<file path="src/hw/tsc_map.svh">
// register map, field positions and reset values of the timer input block
`ifndef TSC_MAP_SVH
`define TSC_MAP_SVH
// printed offsets are register indices; byte address is four times these
`define TSC_IDX_CFG      20'hf834
`define TSC_IDX_PORT3    20'hf824
`define TSC_IDX_PERIPH   20'hf826
`define TSC_IDX_COUNT0   20'hf840
`define TSC_IDX_CTRL     20'hf843
`define TSC_IDX_STATUS   20'hf844
`define TSC_CFG_RESET    8'h00
`define TSC_PIN_RESET    8'h00
`define TSC_BIT_DISABLE  7
`define TSC_BIT_SWGATE   6
`define TSC_BIT_CNT2PIN  5
`define TSC_CNT_RESET    16'h0000
`endif

</file>
<file path="src/hw/tsc_pkg.sv">
// types shared by the timer input block
package tsc_pkg;
  typedef enum logic [1:0] {
    TSC_IDLE = 2'b00,
    TSC_LOAD = 2'b01,
    TSC_RUN  = 2'b10
  } tsc_state_e;
  typedef struct packed {
    logic out;
    logic armed;
  } tsc_stat_s;
endpackage

</file>
<file path="src/hw/tsc_top.sv">
// timer input configuration, pin routing and three strobe counters on apb
`timescale 1ns/10ps
`include "tsc_map.svh"
module tsc_top
  import tsc_pkg::*;
#(
  parameter int NCNT = 3,
  parameter int W    = 16
)(
  input  wire logic            i_clock,
  input  wire logic            i_srst,
  input  wire logic            i_psel,
  input  wire logic            i_penable,
  input  wire logic            i_pwrite,
  input  wire logic [21:0]     i_paddr,
  input  wire logic [31:0]     i_pwdata,
  output logic      [31:0]     o_prdata,
  output logic                 o_pready,
  output logic                 o_pslverr,
  input  wire logic            i_prescaled_clock,
  input  wire logic [NCNT-1:0] i_external_timer_clock_pin,
  input  wire logic [NCNT-1:0] i_external_timer_gate_pin,
  output logic      [NCNT-1:0] o_counter_output,
  output logic      [1:0]      o_dma_request,
  output logic      [NCNT-1:0] o_external_timer_output_pin,
  output logic      [NCNT-1:0] o_external_timer_output_oe
);
  logic [7:0]          cfg_q;
  logic [7:0]          port3_cfg_q;
  logic [7:0]          periph_cfg_q;
  logic [W-1:0]        reload_q [NCNT];
  logic [NCNT-1:0]     ctrl_wr_q;
  logic [NCNT-1:0]     clk_s1_q, clk_s2_q, gate_s1_q, gate_s2_q;
  logic [NCNT-1:0]     clk_prev_q;
  logic [NCNT-1:0]     pulse;
  logic [NCNT-1:0]     gate;
  tsc_stat_s           stat [NCNT];
  logic                access;
  logic                wr;
  logic                hit;
  logic [31:0]         rdata;

  function automatic logic [21:0] byte_addr(input logic [19:0] i);
    byte_addr = {i, 2'b00};
  endfunction

  assign access = i_psel && i_penable;
  // write lands on the edge that samples pready high
  assign wr     = access && o_pready && i_pwrite && hit;

  ////////////////////////////////////////////////////////////////////////////
  // address decode
  always_comb
  begin
    hit   = 1'b1;
    rdata = 32'h0000_0000;
    if (i_paddr[1:0] != 2'b00)
      hit = 1'b0;
    else if (i_paddr == byte_addr(`TSC_IDX_CFG))
      rdata = {24'h00_0000, cfg_q};
    else if (i_paddr == byte_addr(`TSC_IDX_PORT3))
      rdata = {24'h00_0000, port3_cfg_q};
    else if (i_paddr == byte_addr(`TSC_IDX_PERIPH))
      rdata = {24'h00_0000, periph_cfg_q};
    else if (i_paddr == byte_addr(`TSC_IDX_CTRL))
      rdata = 32'h0000_0000;
    else if (i_paddr == byte_addr(`TSC_IDX_STATUS))
      for (int k = 0; k < NCNT; k++)
      begin
        rdata[k]     = stat[k].out;
        rdata[8 + k] = stat[k].armed;
      end
    else
    begin
      hit = 1'b0;
      for (int k = 0; k < NCNT; k++)
        if (i_paddr == byte_addr(`TSC_IDX_COUNT0 + 20'(k)))
        begin
          hit   = 1'b1;
          rdata = 32'(reload_q[k]);
        end
    end
  end

  // one wait state keeps read data and pready straight from flops
  always_ff @(posedge i_clock)
  begin
    if (i_srst)
    begin
      o_pready  <= 1'b0;
      o_prdata  <= 32'h0000_0000;
      o_pslverr <= 1'b0;
    end
    else
    begin
      o_pready  <= access && !o_pready;
      o_prdata  <= rdata;
      o_pslverr <= access && !o_pready && !hit;
    end
  end

  always_ff @(posedge i_clock)
  begin
    if (i_srst)
    begin
      cfg_q    <= `TSC_CFG_RESET;
      port3_cfg_q  <= `TSC_PIN_RESET;
      periph_cfg_q <= `TSC_PIN_RESET;
    end
    else if (wr && i_paddr == byte_addr(`TSC_IDX_CFG))
      cfg_q <= i_pwdata[7:0];
    else if (wr && i_paddr == byte_addr(`TSC_IDX_PORT3))
      port3_cfg_q <= i_pwdata[7:0];
    else if (wr && i_paddr == byte_addr(`TSC_IDX_PERIPH))
      periph_cfg_q <= i_pwdata[7:0];
  end

  ////////////////////////////////////////////////////////////////////////////
  // per counter: sync, source select, edge pulse, counter, routing
  for (genvar n = 0; n < NCNT; n++)
  begin : g_cnt
    logic clk_sel;

    always_ff @(posedge i_clock)
    begin
      if (i_srst)
        reload_q[n] <= W'(`TSC_CNT_RESET);
      else if (wr && i_paddr == byte_addr(`TSC_IDX_COUNT0 + 20'(n)))
        reload_q[n] <= i_pwdata[W-1:0];
    end

    always_ff @(posedge i_clock)
    begin
      if (i_srst)
        ctrl_wr_q[n] <= 1'b0;
      else
        ctrl_wr_q[n] <= wr && i_paddr == byte_addr(`TSC_IDX_CTRL)
                        && i_pwdata[n];
    end

    always_ff @(posedge i_clock)
    begin
      if (i_srst)
      begin
        clk_s1_q[n]  <= 1'b0;
        clk_s2_q[n]  <= 1'b0;
        gate_s1_q[n] <= 1'b0;
        gate_s2_q[n] <= 1'b0;
      end
      else
      begin
        clk_s1_q[n]  <= i_external_timer_clock_pin[n];
        clk_s2_q[n]  <= clk_s1_q[n];
        gate_s1_q[n] <= i_external_timer_gate_pin[n];
        gate_s2_q[n] <= gate_s1_q[n];
      end
    end

    // prescaled clock is already in this domain
    assign clk_sel = cfg_q[2*n] ? clk_s2_q[n] : i_prescaled_clock;

    always_ff @(posedge i_clock)
    begin
      if (i_srst)
        clk_prev_q[n] <= 1'b0;
      else
        clk_prev_q[n] <= clk_sel;
    end

    assign pulse[n] = clk_sel && !clk_prev_q[n]
                      && !cfg_q[`TSC_BIT_DISABLE];

    always_comb
    begin
      if (cfg_q[`TSC_BIT_SWGATE])
        gate[n] = cfg_q[2*n+1];
      else
        gate[n] = cfg_q[2*n+1] ? gate_s2_q[n] : 1'b1;
    end

    tsc_counter #(.W(W)) u_counter (
      .i_clock         (i_clock),
      .i_srst          (i_srst),
      .i_pulse         (pulse[n]),
      .i_gate          (gate[n]),
      .i_control_write (ctrl_wr_q[n]),
      .i_reload        (reload_q[n]),
      .o_stat          (stat[n])
    );

    always_ff @(posedge i_clock)
    begin
      if (i_srst)
      begin
        o_counter_output[n]            <= 1'b1;
        o_external_timer_output_pin[n] <= 1'b1;
        o_external_timer_output_oe[n]  <= 1'b0;
      end
      else
      begin
        o_counter_output[n]            <= stat[n].out;
        o_external_timer_output_pin[n] <= stat[n].out;
        o_external_timer_output_oe[n]  <= (n == 2)
          ? periph_cfg_q[`TSC_BIT_CNT2PIN] : port3_cfg_q[n];
      end
    end
  end

  always_ff @(posedge i_clock)
  begin
    if (i_srst)
      o_dma_request <= 2'b11;
    else
      o_dma_request <= {stat[2].out, stat[1].out};
  end

  ////////////////////////////////////////////////////////////////////////////
  a_disable_blocks: assert property (@(posedge i_clock) disable iff (i_srst)
    cfg_q[`TSC_BIT_DISABLE] |-> pulse == '0)
    else $error("counter clock passed while disabled");
  a_dma_follows: assert property (@(posedge i_clock) disable iff (i_srst)
    ##1 o_dma_request == $past({stat[2].out, stat[1].out}))
    else $error("dma request does not follow counters");
  a_pin_gate: assert property (@(posedge i_clock) disable iff (i_srst)
    !port3_cfg_q[0] |=> !o_external_timer_output_oe[0])
    else $error("counter 0 pin driven while not selected");
  a_cfg_reset: assert property (@(posedge i_clock)
    $fell(i_srst) |-> cfg_q == 8'h00)
    else $error("configuration not zero after reset");
  a_sw_gate: assert property (@(posedge i_clock) disable iff (i_srst)
    cfg_q[`TSC_BIT_SWGATE] |-> gate[0] == cfg_q[1])
    else $error("software gate level not applied");
  c_pin_on: cover property (@(posedge i_clock) o_external_timer_output_oe[0]);
  c_ext_clock: cover property (@(posedge i_clock) pulse[1] && cfg_q[2]);
endmodule

</file>
<file path="src/hw/tsc_counter.sv">
// one counter in hardware-triggered strobe mode
`timescale 1ns/10ps
`include "tsc_map.svh"
module tsc_counter
  import tsc_pkg::*;
#(
  parameter int W = 16
)(
  input  wire logic         i_clock,
  input  wire logic         i_srst,
  input  wire logic         i_pulse,
  input  wire logic         i_gate,
  input  wire logic         i_control_write,
  input  wire logic [W-1:0] i_reload,
  output tsc_stat_s         o_stat
);
  tsc_state_e     state_q;
  logic [W-1:0]   count_q;
  logic [W-1:0]   count_dec;
  logic           gate_prev_q;
  logic           out_q;
  logic           armed_q;
  logic           trigger;

  assign count_dec = count_q - {{(W-1){1'b0}}, 1'b1};
  // gate sampled only on counter clock pulses
  assign trigger = i_pulse && i_gate && !gate_prev_q;
  assign o_stat = '{out: out_q, armed: armed_q};

  ////////////////////////////////////////////////////////////////////////////
  always_ff @(posedge i_clock)
  begin
    if (i_srst)
      gate_prev_q <= 1'b1;
    else if (i_pulse)
      gate_prev_q <= i_gate;
  end

  always_ff @(posedge i_clock)
  begin
    if (i_srst)
    begin
      state_q <= TSC_IDLE;
      count_q <= W'(`TSC_CNT_RESET);
      out_q   <= 1'b1;
      armed_q <= 1'b0;
    end
    else if (i_control_write)
    begin
      state_q <= TSC_IDLE;
      out_q   <= 1'b1;
      armed_q <= 1'b0;
    end
    else if (i_pulse)
    begin
      case (state_q)
        TSC_IDLE:
        begin
          out_q <= 1'b1;
          if (trigger)
            state_q <= TSC_LOAD;
        end
        TSC_LOAD:
        begin
          // reload value is only taken here, after a trigger
          count_q <= i_reload;
          out_q   <= (i_reload != '0);
          armed_q <= (i_reload != '0);
          state_q <= trigger ? TSC_LOAD : TSC_RUN;
        end
        TSC_RUN:
        begin
          count_q <= count_dec;
          out_q   <= !(armed_q && count_dec == '0);
          if (count_dec == '0)
            armed_q <= 1'b0;
          if (trigger)
            state_q <= TSC_LOAD;
        end
        default:
          state_q <= TSC_IDLE;
      endcase
    end
  end

  ////////////////////////////////////////////////////////////////////////////
  a_low_one_pulse: assert property (@(posedge i_clock) disable iff (i_srst)
    $fell(out_q) |=> !out_q until_with i_pulse || i_control_write)
    else $error("strobe ended before the next pulse");
  a_load_after_trig: assert property (@(posedge i_clock) disable iff (i_srst)
    trigger && !i_control_write |=> state_q == TSC_LOAD)
    else $error("trigger did not schedule a load");
  a_ctrl_drives_high: assert property (@(posedge i_clock)
    disable iff (i_srst) i_control_write |=> out_q && !armed_q)
    else $error("control write left output low");
  a_count_held: assert property (@(posedge i_clock) disable iff (i_srst)
    !i_pulse && !i_control_write |=> $stable(count_q))
    else $error("count moved without a pulse");
  a_single_strobe: assert property (@(posedge i_clock) disable iff (i_srst)
    i_pulse && state_q == TSC_RUN && !armed_q |=> out_q)
    else $error("strobe repeated without a reload");
  c_strobe: cover property (@(posedge i_clock) $fell(out_q));
  c_retrigger: cover property (@(posedge i_clock)
    trigger && state_q == TSC_RUN && armed_q);
endmodule

</file>
<file path="config.mk">
export PLATFORM = sky130hd
export DESIGN_NAME = tsc_top
export DESIGN_NICKNAME = d
export VERILOG_FILES = /design/src/hw/tsc_pkg.sv /design/src/hw/tsc_top.sv /design/src/hw/tsc_counter.sv
export VERILOG_INCLUDE_DIRS = /design/src /design/src/hw
export SDC_FILE = /design/constraint.sdc
export NUM_CORES = 1
export LEC_CHECK = 0
export BUFFER_PORTS_ARGS = -buffer_cell sky130_fd_sc_hd__buf_2
export CORE_MARGIN = 8
export CORE_UTILIZATION = 49
export DETAILED_ROUTE_END_ITERATION = 6
export PLACE_DENSITY = 0.69
export RECOVER_POWER = 25
export SKIP_CTS_REPAIR_TIMING = 1
export SYNTH_ARGS = -nofsm -noshare
export SYNTH_HDL_FRONTEND = slang
export SYNTH_HIERARCHICAL = 1
export SYNTH_SLANG_ARGS = --single-unit
</file>
<file path="constraint.sdc">
create_clock -name i_clock -period 3.8 [get_ports i_clock]
set_input_delay 0.19 -clock i_clock [delete_from_list [all_inputs] [get_ports i_clock]]
set_output_delay 0.19 -clock i_clock [all_outputs]
set_load 0.005 [all_outputs]
</file>
Word level (Yosys, flattened, before mapping)
Memories as Yosys holds them, arrays and structs flattened.
Cells that the tools add are included.
{"block": "word_totals", "register_bits": 147, "ramBits": 48, "inputBits": 66, "wordCells": 227, "memories": 1}
{"name": "reload_q", "words": 3, "word_bits": 16, "rd": 3, "rd_clocked_by_memory_dff": 0, "write_ports": 3, "line_no": "tsc_top.sv:31", "source": "logic [W-1:0] reload_q [NCNT];"}
{"block": "op_classes", "bitwise_logic": 8, "n_eq_ne": 20, "reduce_logical": 83, "muxes": 63, "n_addsub": 3}
{"op": "equality test 22 x 18 -> 1 bit, second input constant", "n": 8}
{"op": "one-hot mux 16 bit (2 select lines)", "n": 3}
{"op": "2-to-1 mux 16 bit", "n": 4}
{"op": "2-to-1 mux 32 bit", "n": 2}
{"op": "logical NOT 16 bit", "n": 3}
{"op": "nonzero test 16 bit", "n": 3}
{"op": "subtractor 16 x 1 -> 16 bit, second input constant", "n": 3}
{"op": "2-to-1 mux 1 bit", "n": 32}
{"op": "2-to-1 mux 8 bit", "n": 4}
{"op": "logical AND 1 bit", "n": 31}
{"op": "AND reduction 3 bit", "n": 7}
{"op": "AND reduction 2 bit", "n": 7}
{"op": "OR reduction 2 bit", "n": 7}
{"op": "logical NOT 1 bit", "n": 12}
{"op": "2-to-1 mux 2 bit", "n": 6}
{"op": "!= test 2 x 1 -> 1 bit, second input constant", "n": 6}
{"op": "one-hot mux 2 bit (2 select lines)", "n": 3}
{"op": "one-hot mux 1 bit (3 select lines)", "n": 3}
{"op": "nonzero test 3 bit", "n": 3}
{"op": "OR reduction 9 bit", "n": 1}
{"op": "nonzero test 2 bit", "n": 4}
{"op": "OR reduction 7 bit", "n": 1}
{"op": "equality test 2 x 1 -> 1 bit, second input constant", "n": 3}
{"op": "equality test 2 bit, second input constant", "n": 3}
{"op": "other kinds (7)", "n": 18}

Logic depth before layout (Yosys ltp)
Gate-level depths: netlist of run 1.
{"block": "logic_depth", "depth_word": 16, "mapped_depth": 9, "depth_no_buf": 8}

Hierarchy
The synthesis of run 1 kept the hierarchy.
{"mod": "tsc_top", "instances": 1, "cells_per_inst": 448, "area_per_inst_um2": 4902.2, "seq_area_each_um2": 2762.6}
{"mod": "tsc_counter at g_cnt[0].u_counter ...", "instances": 2, "cells_per_inst": 190, "area_per_inst_um2": 1482.7, "seq_area_each_um2": 420.4}
{"mod": "tsc_counter at g_cnt[2].u_counter", "instances": 1, "cells_per_inst": 203, "area_per_inst_um2": 1522.7, "seq_area_each_um2": 420.4}

Worst setup path before layout of run 1
OpenSTA, ideal clock, no wires.
{"block": "synth_path", "kind": "input port to flip-flop", "startpoint": "input i_paddr[9]", "endpoint": "memory reload_q[2][0] (enable)", "required_time_ns": 3.408, "t_arrival_ns": 2.338, "setup_slack_ns": 1.069, "path_stages": 6, "path_cell_list": "or4_4 or3_4 nor2_1 buf_2 nand2_1 o21bai_1"}
{"item": "start: declaration", "line_no": "tsc_top.sv:15", "source": "input wire logic [21:0] i_paddr,"}
{"item": "end: declaration", "line_no": "tsc_top.sv:31"}

Worst setup path in the final report of run 1
{"block": "layout_path", "startpoint": "input i_srst", "endpoint": "register o_prdata[12]"}
{"block": "layout_via", "elab_chain_len": 1}
{"item": "start: declaration", "line_no": "tsc_top.sv:11", "source": "input wire logic i_srst,"}
{"item": "OR reduction 7 bit (no source line)"}
{"item": "end signal: assignment", "line_no": "tsc_top.sv:97", "source": "o_prdata <= rdata;"}
{"item": "end: declaration", "line_no": "tsc_top.sv:17", "source": "output logic [31:0] o_prdata,"}
Every way passes these cells.
A chain may end at the register's enable or synchronous reset.

==> flow_summary.ini, run 1 <==
[synthesis]
syn_inst = 1031
synthesis.area_mm2 = 0.009390
yosys.area.top_type = dfxtp_1
syn_avg_cell_area_um2 = 9.108
netlist_top_cells_area = dfxtp_1 (28%), edfxtp_1 (15%), mux2i_1 (4.8%)
ys.flop_type = dfxtp_1
synthSimpleGateAreaFrac_pct = 25.32
synth_seq_cells = 177
post-synth-top-area-fraction_pct = 27.50
synth-xor-area-share_pct = 0.7462
synth-seq-area-share_pct = 42.85
yosys.cell_types.count = 80
async_flop_share_pct = 0
ys_warn_count = 6
synth_mux_area_share_pct = 5.396
synth_enable_flop_cells = 48
synthAdderAreaFrac_pct = 2.665
synth_top_family_by_area = simple AND/OR/NAND/NOR gates
synth_compound_area_share_pct = 16.44

[critical_path]
path_max_fanout = 51
startpoint = i_srst
r2r-start = g_cnt[0].u_counter/state_q[0]$_SDFFE_PP0P_
crit_type = in -> reg
crit_arrival_ns = 3.29
cp_data_required_time_ns = 4.12
worstSetupEndpointType = flop
worstSetupStartpointType = input port

[power]
pwr-share-comb_pct = 7.5
power_uw = 4039
power.switching_fraction_pct = 26.15
clkPwrFrac_pct = 42.8
p_switching_uw = 1056
vdd_drop_max_mv = 0.2910
sequentialPowerShare_pct = 49.7
p_int_uw = 2983
powerDensity_mw_per_mm2 = 389.8
p_leak_uw = 0.004061

[drt]
vias_per_cell = 6.010
num_vias = 7927
drt_iter0_drc = 639
drcViolationCount = 0
drt_wl_total_um = 25010
wire_per_inst_um = 18.96
drtPass1Iterations = 7
drtAntennaViolNets = 0

[timing]
hold_violations = 0
timing.hold.ws_ns = 0.05665
drv_slew = 52
tightest_slew_ns = 2.451
slew_headroom_pct = -63.37
layout_setup_ws_ns = 0.8230
achievable-frequency_mhz = 335.9
fin_tns_setup_ns = 0
setup_viol = 0
skew_ns = 0.01279
rsz0062_at_grt = no
post-route-min-period_ns = 2.977
post-route-period-util_pct = 78.34

[placed_design]
dp_hpwl_um = 17690
dp_slack_ns = 1.004
numPortBuffers = 78
gp_congestion = 0.8882
dpl.cell_count = 1281

[cells_and_area]
num_antenna_cells = 0
multi_input_area_mm2 = 0.004808
nNetsFinal = 1158
ff_latch_area_mm2 = 0.004024
areaGrowthSynthToFinish_pct = 10.35
layout-drive-gt1-share_pct = 13.18
fill_cells = 1717
finalNonFillerCells = 1319

[die]
fp-row-count = 50
start_util_pct = 50.03
die_w_um = 154.4
pin_count = 111
core_area_mm2 = 0.01877
die_y_um = 154.4
dieArea_mm2 = 0.02385

[clock_network]
htree_levels = 4
cts-root-buf = clkbuf_16
cts_tree = yes
insertion_delay_ns = 0.43
cts_buffer_depth = 2
path_clk_slew_ns = 0.07
numCtsBuffers = 17
clock-sinks = 177

[status]
violations = capacitance limit, slew limit
outcome = finished with violations

[grt]
grt_usage_pct = 20.68
antenna_found_initial = 0
grt_max_degree = 61
grt_pass1_vias = 7459
grt_first_pass_wirelength_um = 39590
gr-total-overflow = 0

[job]
cap_violations = 1

[hold_path]
min_from = i_prescaled_clock
hold_path_class = in -> reg
power by group through the flow:
stage	Combinational, µW	Sequential, µW	Clock, µW
global placement	290	2050	0
floorplan	212	2030	0
CTS	295	2000	1750
finish	303	2010	1730
global route	332	2010	1830
detailed placement	294	2050	0
area by class of cell:
cell class                      instances  area share [%]
Inverter                               31           1.123
Timing Repair Buffer                   99           5.156
Clock inverter                         13           1.389
Multi-Input combinational cell        746           46.40
Tap cell                              234           2.825
Clock buffer                           19           4.274
Sequential cell                       177           38.83
Yosys cell counts, drive strengths merged, types with 4 or more instances:
cell type and number:
a2111oi 4, a211oi 13, a21o 4, a21oi 44, a221oi 5, a22o 5
a22oi 18, a311oi 4, a31oi 10, a32oi 4, and2 21, and3 38
buf 46, clkbuf 46, dfxtp 129, edfxtp 48, ha 20, inv 30
mux2 5, mux2i 45, nand2 57, nand2b 4, nand3 27, nand3b 13
nand4 16, nor2 103, nor2b 32, nor3 29, nor4 28, nor4b 6
o2111ai 4, o21ai 65, o221ai 5, o22ai 10, o2bb2ai 5, o31ai 7
or2 8, or3b 5, or4 14, xnor2 7
path summary, 6_finish.rpt:
kind,to,slack [ns],depth (start not counted)
setup reg to reg,g_cnt[0].u_counter/count_q[13]$_SDFFE_PP0P_,1.17,6
hold / removal,clk_prev_q[1]$_SDFF_PP0_,0.06,3
hold reg to reg,gate_s2_q[1]$_SDFF_PP0_,0.44,1
setup / recovery,o_prdata[12]$_SDFF_PP0_,0.82,4
logic make-up after synthesis:
| family | Yosys count |
|---|---|
| muxes | 50 |
| AOI/OAI and AO/OA | 234 |
| xor gates and xnor gates | 8 |
| and+or+nand+nor | 418 |
| buffers and inverters | 123 |
| other | 1 |
| DFF | 177 |
| adders and majority gates | 20 |
per-layer routing:
metal / share of wire (%) / GRT usage [%] / up-vias
li1: - / - / 3839
met1: 45 / 27.58 / 3722
met2: 45 / 32.20 / 331
met3: 7.8 / 5.127 / 35
met4: 2.2 / 6.813 / 0
met5: 0 / 0 / -
state kept, by name, summed over array words and instances (netlist names):
name / count
reload_q: 48
g_cnt.u_counter/count_q: 48
o_dma_request: 1
gate_s1_q: 3
g_cnt.u_counter/out_q: 3
cfg_q: 8
periph_cfg_q: 8
ctrl_wr_q: 3
clk_s2_q: 3
g_cnt.u_counter/armed_q: 3
o_pready: 1
clk_prev_q: 3
o_external_timer_output_oe: 3
gate_s2_q: 3
g_cnt.u_counter/state_q: 6
clk_s1_q: 3
o_external_timer_output_pin: 2
port3_cfg_q: 8
o_prdata: 16
g_cnt.u_counter/gate_prev_q: 3
o_pslverr: 1
layout by cell type, fill, tap and decap left out, drive strengths merged, types with 37 or more instances in the layout:
cell type,n
nand2,57
edfxtp,48
nor2,103
mux2i,45
dfxtp,129
o21ai,65
a21oi,44
and3,38
inv,37
clkbuf,41
buf,71
stage by stage:
step	utilization (%)	cell area, µm²
after floorplan	-	9447
after global placement	51.93	9747
after detailed placement	51.93	9747
after CTS	55.06	10330
after global routing	55.21	10360
final	55.21	10360
worst max-delay path: stages:
cell      delay [ns]
clkbuf_1        1.71
nor3_1          0.66
and4bb_2        0.55
and2_1          0.17
No activity file was read; power rests on OpenSTA's default activity.
==> run 2, diff against run 1 <==
- clock period: 3.8 -> 2.9 ns (I/O delays scaled with it)
==> run 2 against run 1 <==
  * The flow now finishes without violations
  * Non-clock buffer count up 10
  * Power up 29%
  * Design area up 0.40%
  * Clock power up 27%
  * Global-route usage up 0.23 points
  * Final cell count up 0.68%
  * Critical path type is now reg -> reg
  * Largest power group unchanged
==> flow_summary.ini, run 2 (same netlist as run 1, synthesis figures left out) <==
[clock_network]
cts_buffer_depth = 2
cts_tree = yes
insertion_delay_ns = 0.43
path_clk_slew_ns = 0.07
cts-root-buf = clkbuf_16
clock-sinks = 177
numCtsBuffers = 17
htree_levels = 4

[critical_path]
crit_arrival_ns = 2.66
crit_type = reg -> reg
path_buf_inv = 1
critPathTopFamily = simple AND/OR/NAND/NOR gates
path_cells = inv_1 -> ha_1 -> or3b_2 -> o31ai_1 -> nand4_1 -> nor3_1 -> o32ai_1
worstSetupEndpointType = flop
slowest_delay_ns = 0.52
path_max_fanout = 5
cp_data_required_time_ns = 3.18
cp_slowest_cell = or3b_2
worstSetupStartpointType = flop

[power]
powerDensity_mw_per_mm2 = 502.2
p_leak_uw = 0.004088
sequentialPowerShare_pct = 50.3
vdd_drop_max_mv = 0.4459
p_int_uw = 3874
clkPwrFrac_pct = 42.1
power.switching_fraction_pct = 25.85
pwr-share-comb_pct = 7.6
power_uw = 5224
p_switching_uw = 1350

[placed_design]
numPortBuffers = 78
gp_congestion = 0.8831
dp_hpwl_um = 17720

[timing]
post-route-period-util_pct = 82.07
setup_viol = 0
achievable-frequency_mhz = 420.2
rsz0062_at_grt = no
skew_ns = 0.01133
tightest_slew_ns = 1.262
drv_slew = 0
hold_violations = 0
slew_headroom_pct = 15.85
fin_tns_setup_ns = 0
post-route-min-period_ns = 2.380

[hold_path]
hold_path_class = in -> reg

[die]
die_w_um = 154.4
die_y_um = 154.4
start_util_pct = 50.03
dieArea_mm2 = 0.02385
fp-row-count = 50
core_area_mm2 = 0.01877
pin_count = 111

[grt]
grt_pass1_vias = 7614
grt_usage_pct = 20.91
grt_max_degree = 58
gr-total-overflow = 0
grt_first_pass_wirelength_um = 40080
antenna_found_initial = 0

[cells_and_area]
largestRegisters = g_cnt.u_counter/count_q (48), reload_q (48), o_prdata (16)
areaGrowthSynthToFinish_pct = 10.79
fill_cells = 1714
ff_latch_area_mm2 = 0.004024
layout-drive-gt1-share_pct = 13.62
layout_commonest_cell = dfxtp_1
multi_input_area_mm2 = 0.004805
nNetsFinal = 1168
final_cell_mix = dfxtp_1 (129), nor2_1 (103), o21ai_0 (64), nand2_1 (55), buf_2 (52)
num_antenna_cells = 0

[drt]
drcViolationCount = 0
drtPass1Iterations = 5
drt_wl_total_um = 24520
num_vias = 7899
drtAntennaViolNets = 0
vias_per_cell = 5.948
drt_iter0_drc = 618
wire_per_inst_um = 18.47

[status]
outcome = complete, no violations

[job]
cap_violations = 0
[run 2: worst reg2reg max path: stages (launching register included)]
cell     delay (ns)
dfxtp_1        0.35
inv_1          0.09
ha_1           0.26
or3b_2         0.52
o31ai_1        0.28
nand4_1        0.13
nor3_1         0.43
o32ai_1        0.16
[run 2: metal layers]
metal	up-vias	global-route usage [%]	part of all wire [%]
met5	-	0	0
met4	0	7.093	2.2
met3	36	5.322	6.6
met2	270	32.75	46
met1	3721	27.58	46
li1	3872	-	-
[run 2: layout make-up]
type / instances / share of cell area [%]
clock inverter: 14 / 1.347
clock buffer: 17 / 4.089
inverter: 31 / 1.118
tap: 234 / 2.814
sequential: 177 / 38.68
timing repair buffer: 109 / 5.773
multi-input combinational: 746 / 46.18
[run 2: worst paths after layout]
path                                                            startpoint                                       to  slack (ns)  cells after the start
worst min-delay path                                             i_penable                      o_pready$_SDFF_PP0_        0.01                      3
worst min register to register                     gate_s1_q[1]$_SDFF_PP0_                  gate_s2_q[1]$_SDFF_PP0_        0.44                      1
worst max register to register  g_cnt[0].u_counter/count_q[1]$_SDFFE_PP0P_  g_cnt[0].u_counter/armed_q$_SDFFE_PP0P_        0.52                      7
worst max-delay path            g_cnt[0].u_counter/count_q[1]$_SDFFE_PP0P_  g_cnt[0].u_counter/armed_q$_SDFFE_PP0P_        0.52                      7
[run 2: per-stage QoR]
step	cells	worst slack, ns	utilization, %	area [µm²]	hold slack [ns]
floorplan	1046	0.2142	-	9447	0.2353
global placement	1291	0.4082	52.33	9822	0.3528
detailed placement	1291	0.4176	52.33	9822	0.3615
CTS	1322	0.5672	55.35	10390	-0.09507
global route	1328	0.3553	55.43	10400	0.02887
finish	1328	0.5200	55.43	10400	0.01172
[run 2: power groups by stage]
stage / sequential, µW / clock [µW] / combinational [µW]
after floorplan: 2660 / 0 / 278
after CTS: 2630 / 2240 / 388
after detailed placement: 2680 / 0 / 387
after global routing: 2630 / 2360 / 440
final: 2630 / 2200 / 397
after global placement: 2680 / 0 / 382
==> run 3, diff against run 2 <==
- ABC_AREA: not set -> 1
- PLACE_DENSITY: 0.69 -> 0.68
- clock period: 2.9 -> 2.3 ns (I/O delays scaled with it)
==> run 3 against run 2 <==
  * Largest power group unchanged
  * Critical path type unchanged
  * Sequential cell count unchanged
  * Highest routed layer unchanged
  * Sequential share of layout area down 3.5 points
  * The flow now finishes with violations (capacitance limit, slew limit)
  * Via count increased by 18%
  * Non-clock buffer count grew 5
  * Wire length increased by 11%
==> flow_summary.ini, run 3 <==
[status]
outcome = finished with violations
violations = capacitance limit, slew limit

[timing]
achievable-frequency_mhz = 501.8
slew_headroom_pct = -1.097
post-route-min-period_ns = 1.993
tightest_slew_ns = 1.516
drv_slew = 69
hold_violations = 0
skew_ns = 0.01172
rsz0062_at_grt = no
post-route-period-util_pct = 86.65
setup_viol = 0

[critical_path]
startpoint = cfg_q[2]$_SDFFE_PP0P_
crit_arrival_ns = 2.23
crit_type = reg -> reg
r2r-start = cfg_q[2]$_SDFFE_PP0P_
worstSetupStartpointType = flop
crit_top_cell = inv_2
path_max_fanout = 29
cp_slowest_cell = dfxtp_1
path_cells = mux2i_1 -> nor3_1 -> buf_4 -> inv_2 -> nor3_2 -> inv_2 -> a21oi_1 -> a221oi_1
slowest_delay_ns = 0.39
cp_data_required_time_ns = 2.53
worstSetupEndpointType = flop
regToRegSetupSlack_ns = 0.31

[synthesis]
yosys.area.top_type = dfxtp_1
synthesis.area_mm2 = 0.01021
synth-xor-area-share_pct = 1.005
netlist_top_cells_area = dfxtp_1 (25%), edfxtp_1 (14%), nand2_1 (12%)
synthAdderAreaFrac_pct = 2.451
ys_warn_count = 6
syn_avg_cell_area_um2 = 7.206
yosys.cell_types.count = 48
synthSimpleGateAreaFrac_pct = 33.43
synth-seq-area-share_pct = 39.41
synth_enable_flop_cells = 48
ys_top_cells_by_count = nand2_1 (326), nor2_1 (202), inv_1 (187)
synth_seq_cells = 177
synth_top_family_by_area = simple AND/OR/NAND/NOR gates
async_flop_share_pct = 0
syn_inst = 1417
yosysMostFrequentCell = nand2_1
synth_compound_area_share_pct = 11.30
synth_mux_area_share_pct = 0.2941
ys.flop_type = dfxtp_1
post-synth-top-area-fraction_pct = 25.29

[die]
die_w_um = 160.4
core_area_mm2 = 0.02076
fp-row-count = 53
pin_count = 111
start_util_pct = 49.20
dieArea_mm2 = 0.02571
die_y_um = 160.4

[cells_and_area]
layout_commonest_cell = nand2_1
areaGrowthSynthToFinish_pct = 12.00
final_util_pct = 55.10
layout-drive-gt1-share_pct = 14.56
fill_cells = 2089
final_cell_mix = nand2_1 (328), nor2_1 (204), inv_1 (187), dfxtp_1 (129), a21oi_1 (62)
largestRegisters = g_cnt.u_counter/count_q (48), reload_q (48), o_prdata (16)
num_antenna_cells = 0
nNetsFinal = 1577

[clock_network]
path_clk_slew_ns = 0.08
cts-root-buf = clkbuf_16
htree_levels = 4
clock-sinks = 177
cts_tree = yes
numCtsBuffers = 17
insertion_delay_ns = 0.44
cts_buffer_depth = 2

[grt]
grt_usage_pct = 21.21
grt_max_degree = 69
grt_use_met1_pct = 25.80
antenna_found_initial = 0
grt_use_met3_pct = 4.249
grt_first_pass_wirelength_um = 44190
grt_use_met2_pct = 36.00
busiest_layer = met2
gr-total-overflow = 0
grt_pass1_vias = 8888

[drt]
drt_iter0_drc = 685
wire_per_inst_um = 15.37
drtPass1Iterations = 6
drcViolationCount = 0
drtAntennaViolNets = 0
num_vias = 9301
drt_wl_total_um = 27340
vias_per_cell = 5.228

[power]
p_leak_uw = 0.005201
power_uw = 7436
vdd_drop_max_mv = 0.4067
powerDensity_mw_per_mm2 = 650.2

[hold_path]
min_from = i_srst
hold_path_class = in -> reg

[job]
cap_violations = 1

[placed_design]
gp_congestion = 0.8879
dp_hpwl_um = 20140
numPortBuffers = 78
==> run 3: cell count changes after synthesis, moves of 38 or more <==
cell	change
inv_1	+157
mux2i_1	-42
nand2_1	+271
nor2_1	+99
nor2_2	+41
and3_1	-38
==> run 3: path summary, 6_finish.rpt <==
path | end | cells after the start
setup / recovery | g_cnt[1].u_counter/count_q[9]$_SDFFE_PP0P_ | 8
hold / removal | o_external_timer_output_oe[1]$_SDFF_PP0_ | 2
setup reg to reg | g_cnt[1].u_counter/count_q[9]$_SDFFE_PP0P_ | 8
hold reg to reg | gate_s2_q[2]$_SDFF_PP0_ | 2
==> run 3: cell type report <==
class	count	area [µm²]	area share [%]
clock buffer	17	425.4	3.720
clock inverter	15	201.4	1.761
timing repair buffer	114	664.4	5.810
multi-input combinational	971	4989	43.62
sequential	177	4024	35.19
inverter	210	788.3	6.893
tap	275	344.1	3.009
==> run 3: cells by family (layout without fill, tap and decap cells) <==
group | after synthesis | in the layout
adders and majority gates | 20 | 20
muxes | 3 | 3
buffers and inverters | 284 | 356
other | 1 | 16
AOI/OAI and AO/OA | 183 | 183
and+or+nand+nor | 739 | 739
xor gates and xnor gates | 10 | 10
DFF | 177 | 177
==> run 3: power by group <==
group	total, µW	switching, µW	leakage, µW	internal (µW)
Combinational	1050	683	0.00335	370
Sequential	3360	81.3	0.00155	3280
Clock	3020	1520	0.000303	1510
Total	7440	2280	0.00520	5160
==> run 3: per-stage QoR <==
| step | TNS [ns] | instances | instance area [µm²] | hold WS [ns] | setup slack (ns) |
|---|---|---|---|---|---|
| final | 0 | 1779 | 11440 | 0.03944 | 0.3070 |
| after global routing | 0 | 1779 | 11440 | 0.02983 | 0.1093 |
| after CTS | 0 | 1768 | 11400 | -0.1453 | 0.3529 |
| after detailed placement | 0 | 1736 | 10770 | 0.3199 | 0.1436 |
| after global placement | 0 | 1736 | 10770 | 0.3132 | 0.2305 |
| after floorplan | -5.216 | 1432 | 10270 | 0.1935 | -0.1630 |
==> run 3: critical path, delay by kind of cell (launching register included) <==
kind | cells | cell delay (ns)
buffers and inverters | 3 | 0.48
flip-flops | 1 | 0.39
AO/OA/AOI/OAI | 2 | 0.37
AND/OR/NAND/NOR | 2 | 0.41
multiplexers | 1 | 0.13
==> run 3: per-layer routing <==
metal	up-vias	part of all wire, %
met5	-	0
met4	0	2.9
met3	58	5.7
met2	291	49
met1	4270	42
li1	4682	-
